**src/bst_defines.vh**
```
// constants of the boundary-scan test port
`ifndef BST_DEFINES_VH
`define BST_DEFINES_VH

// ****************************************
// instruction register
// ****************************************
`define BST_IR_W 3
`define BST_IR_CAPTURE 3'h5
`define BST_OP_EXTEST 3'h0
`define BST_OP_SAMPLE 3'h1
`define BST_OP_IDCODE 3'h2
`define BST_OP_TESTMODE 3'h3
`define BST_OP_HIGHZ 3'h4
`define BST_OP_CLAMP 3'h6

// ****************************************
// data register selection codes
// ****************************************
`define BST_SEL_CHAIN 2'h0
`define BST_SEL_ID 2'h1
`define BST_SEL_TM 2'h2
`define BST_SEL_BYPASS 2'h3

// ****************************************
// data register sizes and test mode reset value
// ****************************************
`define BST_ID_W 32
`define BST_TM_W 8
`define BST_TM_RESET 8'h00

// ****************************************
// boundary chain layout, bit 0 next to the serial output
// ****************************************
`define BST_CHAIN_LEN 38
`define BST_N_IN 12
`define BST_N_OUT 22
`define BST_N_EN 4
`define BST_OUT_LSB 4
`define BST_IN_LSB 26
`define BST_UPD_RESET 26'h0000000

`endif

```
**src/bst_boundary_chain.v**
```verilog
// boundary chain register: input, output and enable cells
`default_nettype none
`include "bst_defines.vh"

module bst_boundary_chain (
    // clock and reset
    input wire clock,
    input wire rst_sync_n,
    // controls from the tap controller
    input wire do_capture,
    input wire do_shift,
    input wire do_update,
    input wire scan_in,
    // system values
    input wire [`BST_N_IN-1:0] pin_in,
    input wire [`BST_N_OUT-1:0] sys_out,
    input wire [`BST_N_EN-1:0] sys_en,
    // results
    output wire scan_out,
    output wire [`BST_N_OUT-1:0] upd_out,
    output wire [`BST_N_EN-1:0] upd_en
);

    // ****************************************
    // pin input synchroniser
    // ****************************************
    reg [`BST_N_IN-1:0] in_s1;
    reg [`BST_N_IN-1:0] in_s2;
    reg [`BST_N_IN-1:0] in_s3;
    reg [`BST_N_IN-1:0] in_f;
    reg [`BST_CHAIN_LEN-1:0] chain;
    reg [`BST_N_OUT+`BST_N_EN-1:0] upd;

    always @(posedge clock or negedge rst_sync_n) begin
        if (!rst_sync_n) begin
            in_s1 <= {`BST_N_IN{1'b0}};
            in_s2 <= {`BST_N_IN{1'b0}};
            in_s3 <= {`BST_N_IN{1'b0}};
            in_f <= {`BST_N_IN{1'b0}};
        end else begin
            in_s1 <= pin_in;
            in_s2 <= in_s1;
            in_s3 <= in_s2;
            in_f <= (in_s2 & in_s3) | (in_f & (in_s2 ^ in_s3));
        end
    end

    // ****************************************
    // capture/shift stages and update flops
    // ****************************************
    always @(posedge clock or negedge rst_sync_n) begin
        if (!rst_sync_n) begin
            chain <= {`BST_CHAIN_LEN{1'b0}};
            upd <= `BST_UPD_RESET;
        end else begin
            if (do_capture) begin
                chain <= {in_f, sys_out, sys_en};
            end else if (do_shift) begin
                chain <= {scan_in, chain[`BST_CHAIN_LEN-1:1]};
            end
            // input cells have no update flop
            if (do_update) begin
                upd <= chain[`BST_IN_LSB-1:0];
            end
        end
    end

    assign scan_out = chain[0];
    assign upd_out = upd[`BST_N_OUT+`BST_N_EN-1:`BST_OUT_LSB];
    assign upd_en = upd[`BST_N_EN-1:0];

endmodule
`default_nettype wire

```
**src/bst_tap.v**
```verilog
// boundary-scan test access port: tap controller, instructions, data registers
`default_nettype none
`include "bst_defines.vh"

module bst_tap #(
    // identification fields, values are arbitrary
    parameter [3:0] ID_VERSION = 4'h1,
    parameter [15:0] ID_PART = 16'hA5C3,
    parameter [10:0] ID_MAKER = 11'h2B5
) (
    // clock and reset
    input wire clock,
    input wire rst_n,
    // test port pins
    input wire tck,
    input wire tms,
    input wire tdi,
    // shared test output / line clock pin
    input wire half_rate_line_clock,
    output wire shared_test_out_clock_pin,
    output wire shared_test_out_clock_oe_n,
    // pixel clock pin
    input wire pixel_clock_pin_in,
    output wire pixel_clock_pin_out,
    output wire pixel_clock_pin_oe_n,
    input wire core_pixel_clock,
    input wire core_pixel_clock_en,
    // other pins and their system values
    input wire [`BST_N_IN-2:0] pin_in,
    output wire [`BST_N_OUT-2:0] pin_out,
    input wire [`BST_N_OUT-2:0] core_out,
    output wire [`BST_N_EN-2:0] group_oe_n,
    input wire [`BST_N_EN-2:0] core_group_en,
    // internal test register and status
    output wire [`BST_TM_W-1:0] test_mode,
    output wire test_logic_reset
);

    // ****************************************
    // tap states
    // ****************************************
    localparam [15:0] ST_RESET = 16'h0001;
    localparam [15:0] ST_IDLE = 16'h0002;
    localparam [15:0] ST_SEL_DR = 16'h0004;
    localparam [15:0] ST_CAP_DR = 16'h0008;
    localparam [15:0] ST_SH_DR = 16'h0010;
    localparam [15:0] ST_EX1_DR = 16'h0020;
    localparam [15:0] ST_PA_DR = 16'h0040;
    localparam [15:0] ST_EX2_DR = 16'h0080;
    localparam [15:0] ST_UP_DR = 16'h0100;
    localparam [15:0] ST_SEL_IR = 16'h0200;
    localparam [15:0] ST_CAP_IR = 16'h0400;
    localparam [15:0] ST_SH_IR = 16'h0800;
    localparam [15:0] ST_EX1_IR = 16'h1000;
    localparam [15:0] ST_PA_IR = 16'h2000;
    localparam [15:0] ST_EX2_IR = 16'h4000;
    localparam [15:0] ST_UP_IR = 16'h8000;

    // ****************************************
    // functions
    // ****************************************
    // next tap state from current state and tms
    function [15:0] tap_next;
        input [15:0] st;
        input m;
        begin
            case (st)
                ST_RESET: tap_next = m ? ST_RESET : ST_IDLE;
                ST_IDLE: tap_next = m ? ST_SEL_DR : ST_IDLE;
                ST_SEL_DR: tap_next = m ? ST_SEL_IR : ST_CAP_DR;
                ST_CAP_DR: tap_next = m ? ST_EX1_DR : ST_SH_DR;
                ST_SH_DR: tap_next = m ? ST_EX1_DR : ST_SH_DR;
                ST_EX1_DR: tap_next = m ? ST_UP_DR : ST_PA_DR;
                ST_PA_DR: tap_next = m ? ST_EX2_DR : ST_PA_DR;
                ST_EX2_DR: tap_next = m ? ST_UP_DR : ST_SH_DR;
                ST_UP_DR: tap_next = m ? ST_SEL_DR : ST_IDLE;
                ST_SEL_IR: tap_next = m ? ST_RESET : ST_CAP_IR;
                ST_CAP_IR: tap_next = m ? ST_EX1_IR : ST_SH_IR;
                ST_SH_IR: tap_next = m ? ST_EX1_IR : ST_SH_IR;
                ST_EX1_IR: tap_next = m ? ST_UP_IR : ST_PA_IR;
                ST_PA_IR: tap_next = m ? ST_EX2_IR : ST_PA_IR;
                ST_EX2_IR: tap_next = m ? ST_UP_IR : ST_SH_IR;
                ST_UP_IR: tap_next = m ? ST_SEL_DR : ST_IDLE;
                default: tap_next = ST_RESET;
            endcase
        end
    endfunction

    // data register picked by an instruction code
    function [1:0] dr_select;
        input [`BST_IR_W-1:0] op;
        begin
            if (op[2]) begin
                dr_select = `BST_SEL_BYPASS;
            end else if (op == `BST_OP_IDCODE) begin
                dr_select = `BST_SEL_ID;
            end else if (op == `BST_OP_TESTMODE) begin
                dr_select = `BST_SEL_TM;
            end else begin
                dr_select = `BST_SEL_CHAIN;
            end
        end
    endfunction

    // ****************************************
    // reset release
    // ****************************************
    reg rst_s1_n;
    reg rst_sync_n;

    always @(posedge clock or negedge rst_n) begin
        if (!rst_n) begin
            rst_s1_n <= 1'b0;
            rst_sync_n <= 1'b0;
        end else begin
            rst_s1_n <= 1'b1;
            rst_sync_n <= rst_s1_n;
        end
    end

    // ****************************************
    // test pin sampling: {tck, tms, tdi}
    // ****************************************
    reg [2:0] tp_s1;
    reg [2:0] tp_s2;
    reg [2:0] tp_s3;
    reg [2:0] tp_f;
    wire [2:0] next_tp_f;
    wire tck_rise;
    wire tck_fall;
    wire tms_bit;
    wire tdi_bit;

    assign next_tp_f = (tp_s2 & tp_s3) | (tp_f & (tp_s2 ^ tp_s3));
    assign tck_rise = next_tp_f[2] & ~tp_f[2];
    assign tck_fall = ~next_tp_f[2] & tp_f[2];
    assign tms_bit = next_tp_f[1];
    assign tdi_bit = next_tp_f[0];

    always @(posedge clock or negedge rst_sync_n) begin
        if (!rst_sync_n) begin
            tp_s1 <= 3'h0;
            tp_s2 <= 3'h0;
            tp_s3 <= 3'h0;
            tp_f <= 3'h0;
        end else begin
            tp_s1 <= {tck, tms, tdi};
            tp_s2 <= tp_s1;
            tp_s3 <= tp_s2;
            tp_f <= next_tp_f;
        end
    end

    // ****************************************
    // tap controller
    // ****************************************
    reg [15:0] state;

    always @(posedge clock or negedge rst_sync_n) begin
        if (!rst_sync_n) begin
            state <= ST_RESET;
        end else if (tck_rise) begin
            state <= tap_next(state, tms_bit);
        end
    end

    assign test_logic_reset = (state == ST_RESET);

    // ****************************************
    // instruction register
    // ****************************************
    reg [`BST_IR_W-1:0] ir_shift;
    reg [`BST_IR_W-1:0] ir;
    wire [1:0] sel;
    wire op_extest;
    wire op_clamp;
    wire op_highz;

    always @(posedge clock or negedge rst_sync_n) begin
        if (!rst_sync_n) begin
            ir_shift <= `BST_IR_CAPTURE;
            ir <= `BST_OP_IDCODE;
        end else begin
            if (tck_rise && state == ST_CAP_IR) begin
                ir_shift <= `BST_IR_CAPTURE;
            end else if (tck_rise && state == ST_SH_IR) begin
                ir_shift <= {tdi_bit, ir_shift[`BST_IR_W-1:1]};
            end
            if (state == ST_RESET) begin
                ir <= `BST_OP_IDCODE;
            end else if (tck_fall && state == ST_UP_IR) begin
                ir <= ir_shift;
            end
        end
    end

    assign sel = dr_select(ir);
    assign op_extest = (ir == `BST_OP_EXTEST);
    assign op_clamp = (ir == `BST_OP_CLAMP);
    assign op_highz = (ir == `BST_OP_HIGHZ);

    // ****************************************
    // bypass, identification and test mode registers
    // ****************************************
    reg bypass;
    reg [`BST_ID_W-1:0] id_shift;
    reg [`BST_TM_W-1:0] tm_shift;
    reg [`BST_TM_W-1:0] tm_reg;
    wire dr_cap;
    wire dr_sh;

    assign dr_cap = tck_rise && (state == ST_CAP_DR);
    assign dr_sh = tck_rise && (state == ST_SH_DR);

    always @(posedge clock or negedge rst_sync_n) begin
        if (!rst_sync_n) begin
            bypass <= 1'b0;
            id_shift <= {`BST_ID_W{1'b0}};
            tm_shift <= `BST_TM_RESET;
            tm_reg <= `BST_TM_RESET;
        end else begin
            if (dr_cap && sel == `BST_SEL_BYPASS) begin
                bypass <= 1'b0;
            end else if (dr_sh && sel == `BST_SEL_BYPASS) begin
                bypass <= tdi_bit;
            end
            if (dr_cap && sel == `BST_SEL_ID) begin
                id_shift <= {ID_VERSION, ID_PART, ID_MAKER, 1'b1};
            end else if (dr_sh && sel == `BST_SEL_ID) begin
                id_shift <= {tdi_bit, id_shift[`BST_ID_W-1:1]};
            end
            // no capture: the shift stage keeps the last loaded word
            if (dr_sh && sel == `BST_SEL_TM) begin
                tm_shift <= {tdi_bit, tm_shift[`BST_TM_W-1:1]};
            end
            if (tck_fall && state == ST_UP_DR && sel == `BST_SEL_TM) begin
                tm_reg <= tm_shift;
            end
        end
    end

    assign test_mode = tm_reg;

    // ****************************************
    // boundary chain
    // ****************************************
    wire chain_out;
    wire [`BST_N_OUT-1:0] upd_out;
    wire [`BST_N_EN-1:0] upd_en;
    wire chain_sel;

    assign chain_sel = (sel == `BST_SEL_CHAIN);

    bst_boundary_chain u_chain (
        .clock(clock),
        .rst_sync_n(rst_sync_n),
        .do_capture(dr_cap && chain_sel),
        .do_shift(dr_sh && chain_sel),
        .do_update(tck_fall && state == ST_UP_DR && chain_sel),
        .scan_in(tdi_bit),
        .pin_in({pin_in, pixel_clock_pin_in}),
        .sys_out({core_out, core_pixel_clock}),
        .sys_en({core_group_en, core_pixel_clock_en}),
        .scan_out(chain_out),
        .upd_out(upd_out),
        .upd_en(upd_en)
    );

    // ****************************************
    // pin multiplexing
    // ****************************************
    wire use_upd;
    wire [`BST_N_OUT-1:0] drv_out;
    wire [`BST_N_EN-1:0] drv_en;

    assign use_upd = op_extest | op_clamp;
    assign drv_out = use_upd ? upd_out : {core_out, core_pixel_clock};
    assign drv_en = op_highz ? {`BST_N_EN{1'b0}} :
                    (use_upd ? upd_en : {core_group_en, core_pixel_clock_en});

    assign pin_out = drv_out[`BST_N_OUT-1:1];
    assign pixel_clock_pin_out = drv_out[0];
    assign group_oe_n = ~drv_en[`BST_N_EN-1:1];
    assign pixel_clock_pin_oe_n = ~drv_en[0];

    // ****************************************
    // serial output, changed on falling tck
    // ****************************************
    reg tdo_bit;
    reg tdo_drive;
    reg next_tdo_bit;

    always @* begin
        next_tdo_bit = bypass;
        case (sel)
            `BST_SEL_CHAIN: next_tdo_bit = chain_out;
            `BST_SEL_ID: next_tdo_bit = id_shift[0];
            `BST_SEL_TM: next_tdo_bit = tm_shift[0];
            default: next_tdo_bit = bypass;
        endcase
        if (state == ST_SH_IR) begin
            next_tdo_bit = ir_shift[0];
        end
    end

    always @(posedge clock or negedge rst_sync_n) begin
        if (!rst_sync_n) begin
            tdo_bit <= 1'b0;
            tdo_drive <= 1'b0;
        end else if (tck_fall) begin
            tdo_bit <= next_tdo_bit;
            tdo_drive <= (state == ST_SH_DR) || (state == ST_SH_IR);
        end
    end

    // ****************************************
    // shared pin
    // ****************************************
    assign shared_test_out_clock_pin = test_logic_reset ? half_rate_line_clock : tdo_bit;
    assign shared_test_out_clock_oe_n = test_logic_reset ? 1'b0 : ~tdo_drive;

endmodule
`default_nettype wire

```
**config.mk**
```make
export PLATFORM = sky130hd
export DESIGN_NAME = bst_tap
export DESIGN_NICKNAME = d
export VERILOG_FILES = /design/src/bst_boundary_chain.v /design/src/bst_tap.v
export VERILOG_INCLUDE_DIRS = /design/src
export SDC_FILE = /design/constraint.sdc
export NUM_CORES = 1
export LEC_CHECK = 0
export ABC_CLOCK_PERIOD_IN_PS = 16800
export BUFFER_PORTS_ARGS = -buffer_cell sky130_fd_sc_hd__buf_2
export CORE_ASPECT_RATIO = 0.8
export CORE_MARGIN = 2
export CORE_UTILIZATION = 40
export DETAILED_ROUTE_END_ITERATION = 6
export GPL_ROUTABILITY_DRIVEN = 0
export PLACE_DENSITY_LB_ADDON = 0.15
export SLEW_MARGIN = 20
export SYNTH_ARGS = -nofsm -noshare
export SYNTH_HDL_FRONTEND = slang
export SYNTH_HIERARCHICAL = 1
export SYNTH_SLANG_ARGS = --single-unit
```
**constraint.sdc**
```tcl
create_clock -name clock -period 16.8 [get_ports clock]
set_input_delay 4.2 -clock clock [delete_from_list [all_inputs] [get_ports clock]]
set_output_delay 4.2 -clock clock [all_outputs]
set_load 0.01 [all_outputs]
```
==> metrics.md, run 1 <==
| Metric | Value |
|---|---|
| Largest family of logic cells by synthesized area | simple AND/OR/NAND/NOR gates |
| R2R setup slack | 13.49 ns |
| Hold Startpoint | tp_s1[1] |
| Crit path buffers/inverters | 2 |
| Minimum clock period | 9.00 ns |
| PortBufs | 80 |
| Largest net degree at the start of global routing | 77 |
| Final hold viol count | 0 |
| Syn Nets | 791 |
| Post-CTS Setup Inserts | 0 |
| Worst setup path startpoint | core_pixel_clock_en |
| Die height | 135 µm |
| Worst r2r path cells | 8 |
| WS Path Type | input pin to primary output |
| Final period utilization | 53.6% |
| Setup crit start kind | input pin |
| Cell Rows | 48 |
| F_max | 0.111 GHz |
| Core Region | 21400 µm² |
| Number of global-route vias before repair | 5519 |
| FF-to-FF End | u_chain/chain[9] |
| Worst setup path end | pixel_clock_pin_oe_n |
| Worst Path Required | 12.60 ns |
| Fraction of layout instances using a drive strength above 1 | 23.2% |
| Max-cap check violation count | 0 |
| Vias/cell | 5.17 |
| Via count of the routed design | 5595 |
| Pleak | 4.55 nW |
| Post-Layout Cell Count | 1082 |
| Aggregate global-route resource usage | 15.5% |
| Worst Max-Slew Pin Slew | 0.975 ns |
| CTS clk-pin slew, worst paths | 0.07 ns |
| Post-Synth Simple-Gate Area | 15.0% |
| Clk_lat worst skew | 0.43 ns |
| Post-CTS Hold Buffers | 0 |
| Cells after Synth | 732 |
| Clock buffer depth | 2 |
| Register area | 4990 µm² |
| RSZ-0062 raised after global routing | false |
| Maximum VDD drop | 47.3 µV |
| Worst Path Max Fanout | 2 |
| Antenna viol nets, final | 0 |
| Worst Hold Class | register to register |
| CP endpoint kind | primary output |
| Adder-Cell Fraction of Synth Area | 2.18% |
| Num CTS Buffers | 17 |
| Power Density | 109 nW/µm² |
| CTS Root Cell | clkbuf_16 |
| CTS tree | yes |
| Fin nets | 853 |
| Wire per inst | 15.4 µm |
| Die X | 168 µm |
| DR iter-0 viols | 311 |
| Final setup TNS | 0 ns |
| Filler cells | 1976 |
| Ant diodes | 0 |
| Pre-antenna DRT Iters | 4 |
| Post-synth EDFFs | 0 |
| Top FF cell, synth | dfrtp_1 |
| Global-route wire length before repair | 28.2 mm |
| Clock Skews | 0.0148 ns |
| Cells after DPL | 1050 |
| Starting Density | 40.3% |
| Synth Area per Inst | 11.8 µm² |
| Routed wire length | 16.7 mm |
| Mux share of post-synthesis cell area | 13.3% |
| Global route overflow | 0 |
| Synth unique cells | 61 |
| CTS Sinks | 199 |
| Seq/Total Area, Yosys | 57.8% |
| Synth-to-Final Area Change | 14.0% |
| Mapped Area | 8620 µm² |
| Post-synth ARST share | 100% |
| Status | completed |
| FF+latch count, synth | 199 |
| H-tree depth | 4 |
| DRC | 0 |
| Slowest cell on the critical path | a22oi_1 |
| RR Startpoint | state[12] |
| XOR/XNOR share of the synthesized area | 0.711% |
| Die ar. | 22800 µm² |
| Critical path's most frequent cell | buf_2 |
| Pins over their slew limit | 0 |
| Area of the multi-input gates | 3340 µm² |
| Crit path depth | 3 |
| Detailed placement HPWL | 10.8 mm |
| Crit path max-delay family | buffers and inverters |
| Setup violators final | 0 |
| CP peak stage delay | 0.28 ns |
| Resized Gates After CTS | 0 |
| Worst Path Arrival | 4.80 ns |
| Ys Warns | 6 |
| Initial antenna violation count | 0 |
| Synth Area in Compound Gates | 7.24% |
| Relative slew slack | 35.0% |
| CP cell instances | buf_2, a22oi_1, buf_2 |
| IO Pins | 81 |
layout make-up:
cell class	instances	share of cell area (%)
clock buffers	17	4.33
clock inverters	15	2.36
inverters	6	0.229
multi-input cells	480	34.0
flip-flops and latches	199	50.8
well taps	275	3.50
repair buffers	90	4.84
kinds of logic (layout without fill, tap and decap cells):
group           after synthesis  count (layout)
buf+inv                      53             128
mux                         106             106
other cells                   1               1
compound gates              102             102
fa+ha+maj                    15              15
xor+xnor                      7               7
simple gates                249             249
flops                       199             199
through the flow:
step | util, % | cell area, µm² | hold slack, ns | total power [mW] | worst slack [ns]
4_1_cts | 46.0 | 9830 | 0.352 | 1.09 | 7.82
5_1_grt | 46.0 | 9830 | 0.362 | 1.13 | 7.76
2_1_floorplan | - | 8620 | 0.331 | 0.613 | 8.12
3_3_place_gp | 42.9 | 9170 | 0.333 | 0.642 | 7.85
6_report | 46.0 | 9830 | 0.350 | 1.07 | 7.80
3_5_place_dp | 42.9 | 9170 | 0.335 | 0.646 | 7.82
sequential cells by signal (all words and copies together) (netlist names), 8 cells and up:
register       count
u_chain/in_f      12
u_chain/upd       26
u_chain/in_s1     12
u_chain/in_s3     12
tm_shift           8
id_shift          32
u_chain/in_s2     12
test_mode          8
u_chain/chain     38
state             16
cells in the final DEF, fill, tap and decap left out, types with 15 or more instances in the layout:
| master | n |
|---|---|
| mux2_2 | 40 |
| buf_2 | 80 |
| nor2_1 | 52 |
| nand2_1 | 92 |
| nand3_1 | 20 |
| ha_1 | 15 |
| nor3_1 | 20 |
| o21ai_0 | 16 |
| dfrtp_1 | 194 |
| o21ai_1 | 38 |
| mux2i_1 | 40 |
| mux2_1 | 26 |
| clkbuf_16 | 17 |
report_power, final:
group	internal, mW	switching [mW]
Combinational	0.0481	0.0645
Sequential	0.501	0.0216
Clock	0.224	0.212
per-layer routing:
| layer | GRT usage (%) | wire length (µm) |
|---|---|---|
| met1 | 22.0 | 8090 |
| met2 | 24.1 | 7780 |
| met3 | 3.51 | 679 |
| met4 | 4.31 | 123 |
| met5 | 0 | 0 |
worst min-delay path by stage:
| stage | cells past startpoint | endpoint | slack [ns] |
|---|---|---|---|
| 6_report | 0 | tp_s2[1] | 0.35 |
| 5_1_grt | 0 | tp_s2[2] | 0.36 |
| 4_1_cts | 0 | tp_s2[1] | 0.35 |
| 3_5_place_dp | 0 | tp_s2[1] | 0.33 |
| 3_3_place_gp | 0 | u_chain/in_s2[3] | 0.33 |
| 2_1_floorplan | 0 | rst_sync_n | 0.33 |
worst register-to-register path, stage by stage, from the launching register on:
cell and delay, ns:
dfrtp_1 0.51, nor4_4 0.82, nand3_2 0.25, nor2b_1 0.39, nand2_1 0.11, nor3_2 0.13
buf_4 0.59, mux2i_1 0.30, o21ai_1 0.08
cell usage after synthesis (5+ instances only):
master | instances | area (µm²)
buf_6 | 8 | 90.1
a21oi_1 | 5 | 25.0
nand2b_1 | 5 | 31.3
mux2_1 | 26 | 293
nor4b_1 | 7 | 61.3
nor3_1 | 21 | 105
a22oi_1 | 5 | 37.5
dfrtp_1 | 195 | 4880
a21o_1 | 14 | 105
buf_2 | 19 | 95.1
clkbuf_1 | 16 | 60.1
ha_1 | 15 | 188
inv_1 | 5 | 18.8
mux2i_1 | 40 | 400
nand2_1 | 92 | 345
a31oi_1 | 5 | 31.3
nand4_1 | 11 | 68.8
mux2_2 | 40 | 450
o21ai_0 | 16 | 80.1
o21ai_1 | 38 | 190
nand3_1 | 20 | 100
nor2_1 | 53 | 199
Power figures use the tool's default switching activity.
==> inputs of run 2 (changes only) <==
--- a/config.mk
+++ b/config.mk
@@ -6,7 +6,7 @@
 export SDC_FILE = /design/constraint.sdc
 export NUM_CORES = 1
 export LEC_CHECK = 0
-export ABC_CLOCK_PERIOD_IN_PS = 16800
+export ABC_CLOCK_PERIOD_IN_PS = 7250
 export BUFFER_PORTS_ARGS = -buffer_cell sky130_fd_sc_hd__buf_2
 export CORE_ASPECT_RATIO = 0.8
 export CORE_MARGIN = 2
==> constraint.sdc (replaced) <==
create_clock -name clock -period 7.25 [get_ports clock]
set_input_delay 1.8125 -clock clock [delete_from_list [all_inputs] [get_ports clock]]
set_output_delay 1.8125 -clock clock [all_outputs]
set_load 0.01 [all_outputs]
==> metrics.md, run 2 (same netlist as run 1, synthesis figures left out) <==
| Metric | Value |
|---|---|
| Status | completed (unchanged) |
| Core Region | 21400 µm² (unchanged) |
| Routed wire length | 16.9 mm (was 16.7 mm) |
| PortBufs | 80 (unchanged) |
| Fin nets | 853 (unchanged) |
| Pins over their slew limit | 0 (unchanged) |
| Post-CTS Setup Inserts | 0 (unchanged) |
| Largest registers | u_chain/chain (38), id_shift (32), u_chain/upd (26) (unchanged) |
| Number of global-route vias before repair | 5671 (was 5519) |
| Aggregate global-route resource usage | 15.7% (was 15.5%) |
| Power Density | 247 nW/µm² (was 109 nW/µm²) |
| Clock Skews | 0.0140 ns (was 0.0148 ns) |
| Commonest non-fill, non-tap cells in the layout | dfrtp_1 (194), nand2_1 (92), buf_2 (80) (unchanged) |
| DRC | 0 (unchanged) |
| CTS clk-pin slew, worst paths | 0.08 ns (was 0.07 ns) |
| Max-cap check violation count | 0 (unchanged) |
| Worst Path Max Fanout | 13 (was 2) |
| Global route overflow | 0 (unchanged) |
| Clock buffer depth | 2 (unchanged) |
| Vias/cell | 5.19 (was 5.17) |
| Via count of the routed design | 5620 (was 5595) |
| Final setup TNS | 0 ns (unchanged) |
| Worst Hold Class | register to asynchronous set/reset pin (was register to register) |
| IO Pins | 81 (unchanged) |
| Cell Rows | 48 (unchanged) |
| Die ar. | 22800 µm² (unchanged) |
| Starting Density | 40.3% (unchanged) |
| Sw frac | 28.0% (was 27.8%) |
| F_max | 0.200 GHz |
| Pre-antenna DRT Iters | 4 (unchanged) |
| Largest register by flop count | u_chain/chain (unchanged) |
| H-tree depth | 4 (unchanged) |
| Clock network fraction of design power | 38.6% (was 40.7%) |
| Final hold viol count | 0 (unchanged) |
| Resized Gates After CTS | 0 (unchanged) |
| Global-route wire length before repair | 28.7 mm (was 28.2 mm) |
| Wire per inst | 15.6 µm (was 15.4 µm) |
| Post-CTS Hold Buffers | 0 (unchanged) |
| CTS tree | yes (unchanged) |
| CTS Sinks | 199 (unchanged) |
| Die height | 135 µm (unchanged) |
| Setup crit start kind | register (was input pin) |
| Fraction of layout instances using a drive strength above 1 | 23.2% (unchanged) |
| Post-place setup slack | 2.67 ns (was 7.82 ns) |
| CP endpoint kind | primary output (unchanged) |
| Register share of total power | 49.9% (was 48.8%) |
| Synth-to-Final Area Change | 13.6% (was 14.0%) |
| Post-route setup slack | 2.24 ns (was 7.80 ns) |
| Worst Max-Slew Pin Slew | 1.02 ns (was 0.975 ns) |
| Clk_lat worst skew | 0.43 ns (about the same) |
| Power consumption | 2.42 mW (was 1.07 mW) |
| DR iter-0 viols | 420 (was 311) |
| RSZ-0062 raised after global routing | false (unchanged) |
| Die X | 168 µm (unchanged) |
| Placement Cell Area | 9160 µm² (was 9170 µm²) |
| Largest net degree at the start of global routing | 83 (was 77) |
| WS Path Type | register to primary output (was input pin to primary output) |
| Final instance area | 9790 µm² (was 9830 µm²) |
| Antenna viol nets, final | 0 (unchanged) |
| Minimum clock period | 5.01 ns |
| Worst Path Required | 5.44 ns (was 12.60 ns) |
| CTS Root Cell | clkbuf_16 (unchanged) |
| Setup violators final | 0 (unchanged) |
| Switching pwr | 0.678 mW (was 0.298 mW) |
| Largest register FFs | 38 (unchanged) |
| Worst Path Arrival | 3.19 ns (was 4.80 ns) |
| Logic gate share of total power | 11.4% (was 10.5%) |
| Initial antenna violation count | 0 (unchanged) |
| Relative slew slack | 32.2% (was 35.0%) |
| Maximum VDD drop | 149 µV (was 47.3 µV) |
| Ant diodes | 0 (unchanged) |
| Final period utilization | 69.1% |
| Commonest non-fill, non-tap cell in the layout | dfrtp_1 (unchanged) |
| Pleak | 4.53 nW (was 4.55 nW) |
| Detailed placement HPWL | 10.8 mm (about the same) |
| Internal power | 1.74 mW (was 0.773 mW) |
| Final core occ | 45.8% (was 46.0%) |
| Num CTS Buffers | 17 (unchanged) |
-- run 2: cell count changes in the layout (fill, tap and decap cells not counted), sizes merged --
cell,delta
bufinv,-1
clkinv,+4
inv,-4
clkinvlp,+1
-- run 2: through the flow --
step	cells	hold slack, ns
6_report	1082	0.224
5_1_grt	1082	0.256
4_1_cts	1081	0.346
3_5_place_dp	1049	0.335
3_3_place_gp	1049	0.332
2_1_floorplan	732	0.331
-- run 2: critical path, stage by stage (launching register included) --
cell     delay, ns
dfrtp_1       0.52
nor4_2        0.77
nand2_2       0.31
nor4_2        0.64
mux2_2        0.40
buf_2         0.14
-- run 2: worst paths after layout --
check                           start  slack (ns)                        end  cells past startpoint
setup / recovery            state[10]        2.24  shared_test_out_clock_pin                      5
hold / removal             rst_sync_n        0.22           u_chain/in_s2[4]                      0
setup reg to reg            state[12]        4.03          u_chain/chain[33]                      8
hold reg to reg            rst_sync_n        0.22           u_chain/in_s2[4]                      0
max in group asynchronous  rst_sync_n        5.54                id_shift[2]                      2
min in group clock           tp_s1[2]        0.35                   tp_s2[2]                      0
-- run 2: layout make-up --
type,count,area (µm²)
clock buffer,17,425
clock inverter,15,179
fill,1968,11600
inverter,6,22.5
multi-input combinational,480,3340
sequential,199,4990
tap,275,344
timing repair buffer,90,495
-- run 2: metal layers --
| layer | wire length (µm) | track usage [%] | up-vias |
|---|---|---|---|
| li1 | - | - | 2701 |
| met1 | 8140 | 22.4 | 2804 |
| met2 | 7790 | 24.3 | 102 |
| met3 | 783 | 3.42 | 13 |
| met4 | 171 | 4.65 | 0 |
| met5 | 0 | 0 | - |
-- run 2: power by group through the flow --
stage               Sequential [mW]  Combinational, mW  Clock, mW
CTS                            1.21              0.270      0.969
detailed placement             1.23              0.268          0
global placement               1.23              0.261          0
finish                         1.21              0.277      0.935
global route                   1.22              0.305       1.02
floorplan                      1.22              0.199          0
==> inputs of run 3 (changes only) <==
--- a/config.mk
+++ b/config.mk
@@ -6,7 +6,8 @@
 export SDC_FILE = /design/constraint.sdc
 export NUM_CORES = 1
 export LEC_CHECK = 0
-export ABC_CLOCK_PERIOD_IN_PS = 7250
+export ABC_AREA = 1
+export ABC_CLOCK_PERIOD_IN_PS = 4600
 export BUFFER_PORTS_ARGS = -buffer_cell sky130_fd_sc_hd__buf_2
 export CORE_ASPECT_RATIO = 0.8
 export CORE_MARGIN = 2
==> constraint.sdc (replaced) <==
create_clock -name clock -period 4.6 [get_ports clock]
set_input_delay 1.15 -clock clock [delete_from_list [all_inputs] [get_ports clock]]
set_output_delay 1.15 -clock clock [all_outputs]
set_load 0.01 [all_outputs]
==> metrics.md, run 3 <==
| Metric | Value |
|---|---|
| Clock Skews | 0.0181 ns (was 0.0140 ns) |
| Die ar. | 22400 µm² (was 22800 µm²) |
| Cell Rows | 47 (was 48) |
| Ant diodes | 0 (unchanged) |
| Via count of the routed design | 5942 (was 5620) |
| Worst Hold Class | register to register (was register to asynchronous set/reset pin) |
| Largest net degree at the start of global routing | 131 (was 83) |
| Worst Max-Slew Pin Slew | 0.864 ns (was 1.02 ns) |
| Clock network fraction of design power | 39.3% (was 38.6%) |
| Commonest non-fill, non-tap cells in the layout | nand2_1 (300), dfrtp_1 (194), buf_2 (80) (was dfrtp_1 (194), nand2_1 (92), buf_2 (80)) |
| Routed wire length | 16.8 mm (was 16.9 mm) |
| CTS clk-pin slew, worst paths | 0.09 ns (was 0.08 ns) |
| DRC | 0 (unchanged) |
| Commonest non-fill, non-tap cell in the layout | nand2_1 (was dfrtp_1) |
| Num CTS Buffers | 17 (unchanged) |
| Logic gate share of total power | 13.4% (was 11.4%) |
| Final hold viol count | 0 (unchanged) |
| Commonest cells post-synth | nand2_1 (300), dfrtp_1 (195), inv_1 (71) (was dfrtp_1 (195), nand2_1 (92), nor2_1 (53)) |
| Final core occ | 46.8% (was 45.8%) |
| Pre-antenna DRT Iters | 5 (was 4) |
| Die height | 134 µm (was 135 µm) |
| Global route overflow | 0 (unchanged) |
| Synth-to-Final Area Change | 14.6% (was 13.6%) |
| Detailed placement HPWL | 10.6 mm (was 10.8 mm) |
| Final instance area | 9710 µm² (was 9790 µm²) |
| Seq/Total Area, Yosys | 58.8% (was 57.8%) |
| Ys Warns | 6 (unchanged) |
| Fin nets | 1032 (was 853) |
| FF-to-FF End | u_chain/chain[26] (was u_chain/chain[33]) |
| Synth unique cells | 36 (was 61) |
| Top FF cell, synth | dfrtp_1 (unchanged) |
| Clk_lat worst skew | 0.45 ns (was 0.43 ns) |
| Pins over their slew limit | 0 (unchanged) |
| Relative slew slack | 42.4% (was 32.2%) |
| Synth top area cells | dfrtp_1 (58%), nand2_1 (13%), nand3_1 (3.8%) (was dfrtp_1 (57%), mux2_2 (5.2%), mux2i_1 (4.6%)) |
| Resized Gates After CTS | 0 (unchanged) |
| Synth Area per Inst | 9.40 µm² (was 11.8 µm²) |
| Worst r2r path cells | 13 (was 8) |
| Global-route wire length before repair | 28.9 mm (was 28.7 mm) |
| Largest register by flop count | u_chain/chain (unchanged) |
| Status | completed (unchanged) |
| Post-CTS Setup Inserts | 0 (unchanged) |
| Syn Nets | 960 (was 791) |
| Number of global-route vias before repair | 5798 (was 5671) |
| Clock buffer depth | 2 (unchanged) |
| FF+latch count, synth | 199 (unchanged) |
| Post-synth ARST share | 100% (unchanged) |
| CTS Root Cell | clkbuf_16 (unchanged) |
| Minimum clock period | 3.30 ns |
| Register share of total power | 47.3% (was 49.9%) |
| DR iter-0 viols | 396 (was 420) |
| RR Startpoint | state[10] (was state[12]) |
| Setup crit start kind | register (unchanged) |
| Initial antenna violation count | 0 (unchanged) |
| Sw frac | 29.6% (was 28.0%) |
| CTS Sinks | 199 (unchanged) |
| Top-area cell type share of the netlist area | 57.6% (was 56.6%) |
| Worst Path Max Fanout | 28 (was 13) |
| Final period utilization | 71.8% |
| Die X | 167 µm (was 168 µm) |
| Worst Path Arrival | 2.15 ns (was 3.19 ns) |
| Post-synth EDFFs | 0 (unchanged) |
| Largest area contributor in the netlist | dfrtp_1 (unchanged) |
| Max-cap check violation count | 0 (unchanged) |
| Vias/cell | 4.73 (was 5.19) |
| Post-CTS Hold Buffers | 0 (unchanged) |
| Cells after Synth | 901 (was 732) |
| CTS tree | yes (unchanged) |
| Worst setup path startpoint | ir[1] (was state[10]) |
| Maximum VDD drop | 224 µV (was 149 µV) |
| RSZ-0062 raised after global routing | false (unchanged) |
| F_max | 0.303 GHz |
| Cell with the most instances after synthesis | nand2_1 (was dfrtp_1) |
| Worst setup path end | pin_out[1] (was shared_test_out_clock_pin) |
| Aggregate global-route resource usage | 16.1% (was 15.7%) |
| Final setup TNS | 0 ns (unchanged) |
| Starting Density | 40.8% (was 40.3%) |
| Power Density | 408 nW/µm² (was 247 nW/µm²) |
| Largest register FFs | 38 (unchanged) |
| Setup violators final | 0 (unchanged) |
| PortBufs | 80 (unchanged) |
| Largest registers | u_chain/chain (38), id_shift (32), u_chain/upd (26) (unchanged) |
| Power consumption | 3.96 mW (was 2.42 mW) |
| Worst Path Required | 3.45 ns (was 5.44 ns) |
| H-tree depth | 4 (unchanged) |
| Placement Cell Area | 9070 µm² (was 9160 µm²) |
| R2R setup slack | 1.80 ns (was 4.03 ns) |
| WS Path Type | register to primary output (unchanged) |
| IO Pins | 81 (unchanged) |
| Core Region | 20800 µm² (was 21400 µm²) |
| Fraction of layout instances using a drive strength above 1 | 19.1% (was 23.2%) |
| Mapped Area | 8470 µm² (was 8620 µm²) |
| Internal power | 2.78 mW (was 1.74 mW) |
| CP endpoint kind | primary output (unchanged) |
| Pleak | 4.95 nW (was 4.53 nW) |
| Wire per inst | 13.4 µm (was 15.6 µm) |
| Switching pwr | 1.17 mW (was 0.678 mW) |
| Antenna viol nets, final | 0 (unchanged) |
-- run 3: cell types whose count changed after synthesis, sizes merged, moves of 8 or more --
cell,change
nand2,+213
inv,+74
mux2,-44
nand3,+43
mux2i,-40
o21ai,+30
nor3,-18
nor2,-9
nor4,-9
clkbuf,-8
nor4b,-8
-- run 3: worst min-delay path by stage --
| stage | from | end | slack (ns) | cells past startpoint |
|---|---|---|---|---|
| after floorplan | rst_s1_n | rst_sync_n | 0.33 | 0 |
| after global placement | u_chain/in_s1[4] | u_chain/in_s2[4] | 0.33 | 0 |
| after detailed placement | u_chain/in_s1[11] | u_chain/in_s2[11] | 0.33 | 0 |
| after CTS | u_chain/in_s1[11] | u_chain/in_s2[11] | 0.35 | 0 |
| final | u_chain/in_s1[3] | u_chain/in_s2[3] | 0.35 | 0 |
| after global routing | u_chain/in_s1[5] | u_chain/in_s2[5] | 0.36 | 0 |
-- run 3: power groups by stage --
stage | clock network [mW] | logic (mW) | registers [mW]
detailed placement | 0 | 0.535 | 1.91
global placement | 0 | 0.532 | 1.91
finish | 1.55 | 0.532 | 1.87
CTS | 1.60 | 0.540 | 1.87
global route | 1.67 | 0.600 | 1.88
floorplan | 0 | 0.348 | 1.92
-- run 3: kinds of logic (layout without fill, tap and decap cells) --
kind of cell | Yosys count | after routing | synth area share [%]
mux | 22 | 22 | 2.92
buf+inv | 114 | 199 | 6.28
simple gates | 430 | 430 | 21.5
compound gates | 120 | 120 | 8.20
fa+ha+maj | 15 | 15 | 2.22
other cells | 1 | 1 | 0.0443
flops | 199 | 199 | 58.8
-- run 3: final cells by class --
type / instances / area (µm²)
flip-flops and latches: 199 / 4990
fillers: 2039 / 11100
clock inverters: 15 / 213
clock buffers: 17 / 425
multi-input cells: 588 / 2970
repair buffers: 88 / 473
inverters: 79 / 299
well taps: 269 / 337
-- run 3: routing by layer --
layer / up-vias / GRT usage, % / wire (µm) / part of all wire (%)
met4: 0 / 4.50 / 131 / 0.78
met5: - / 0 / 0 / 0
met1: 2811 / 23.9 / 8780 / 52
met2: 93 / 23.3 / 7270 / 43
li1: 3030 / - / - / -
met3: 8 / 4.07 / 601 / 3.6
-- run 3: metrics by stage --
step	hold slack [ns]	instances	worst slack, ns
floorplan	0.331	901	1.32
global placement	0.333	1223	1.68
detailed placement	0.335	1223	1.69
CTS	0.353	1255	1.28
global route	0.361	1255	1.09
finish	0.351	1255	1.30
-- run 3: worst max-delay path, stage by stage (launching register included) --
cell and delay (ns):
dfstp_2 0.55, nand2_1 0.10, o21ai_2 0.17, buf_4 0.37, mux2_2 0.38, buf_2 0.14
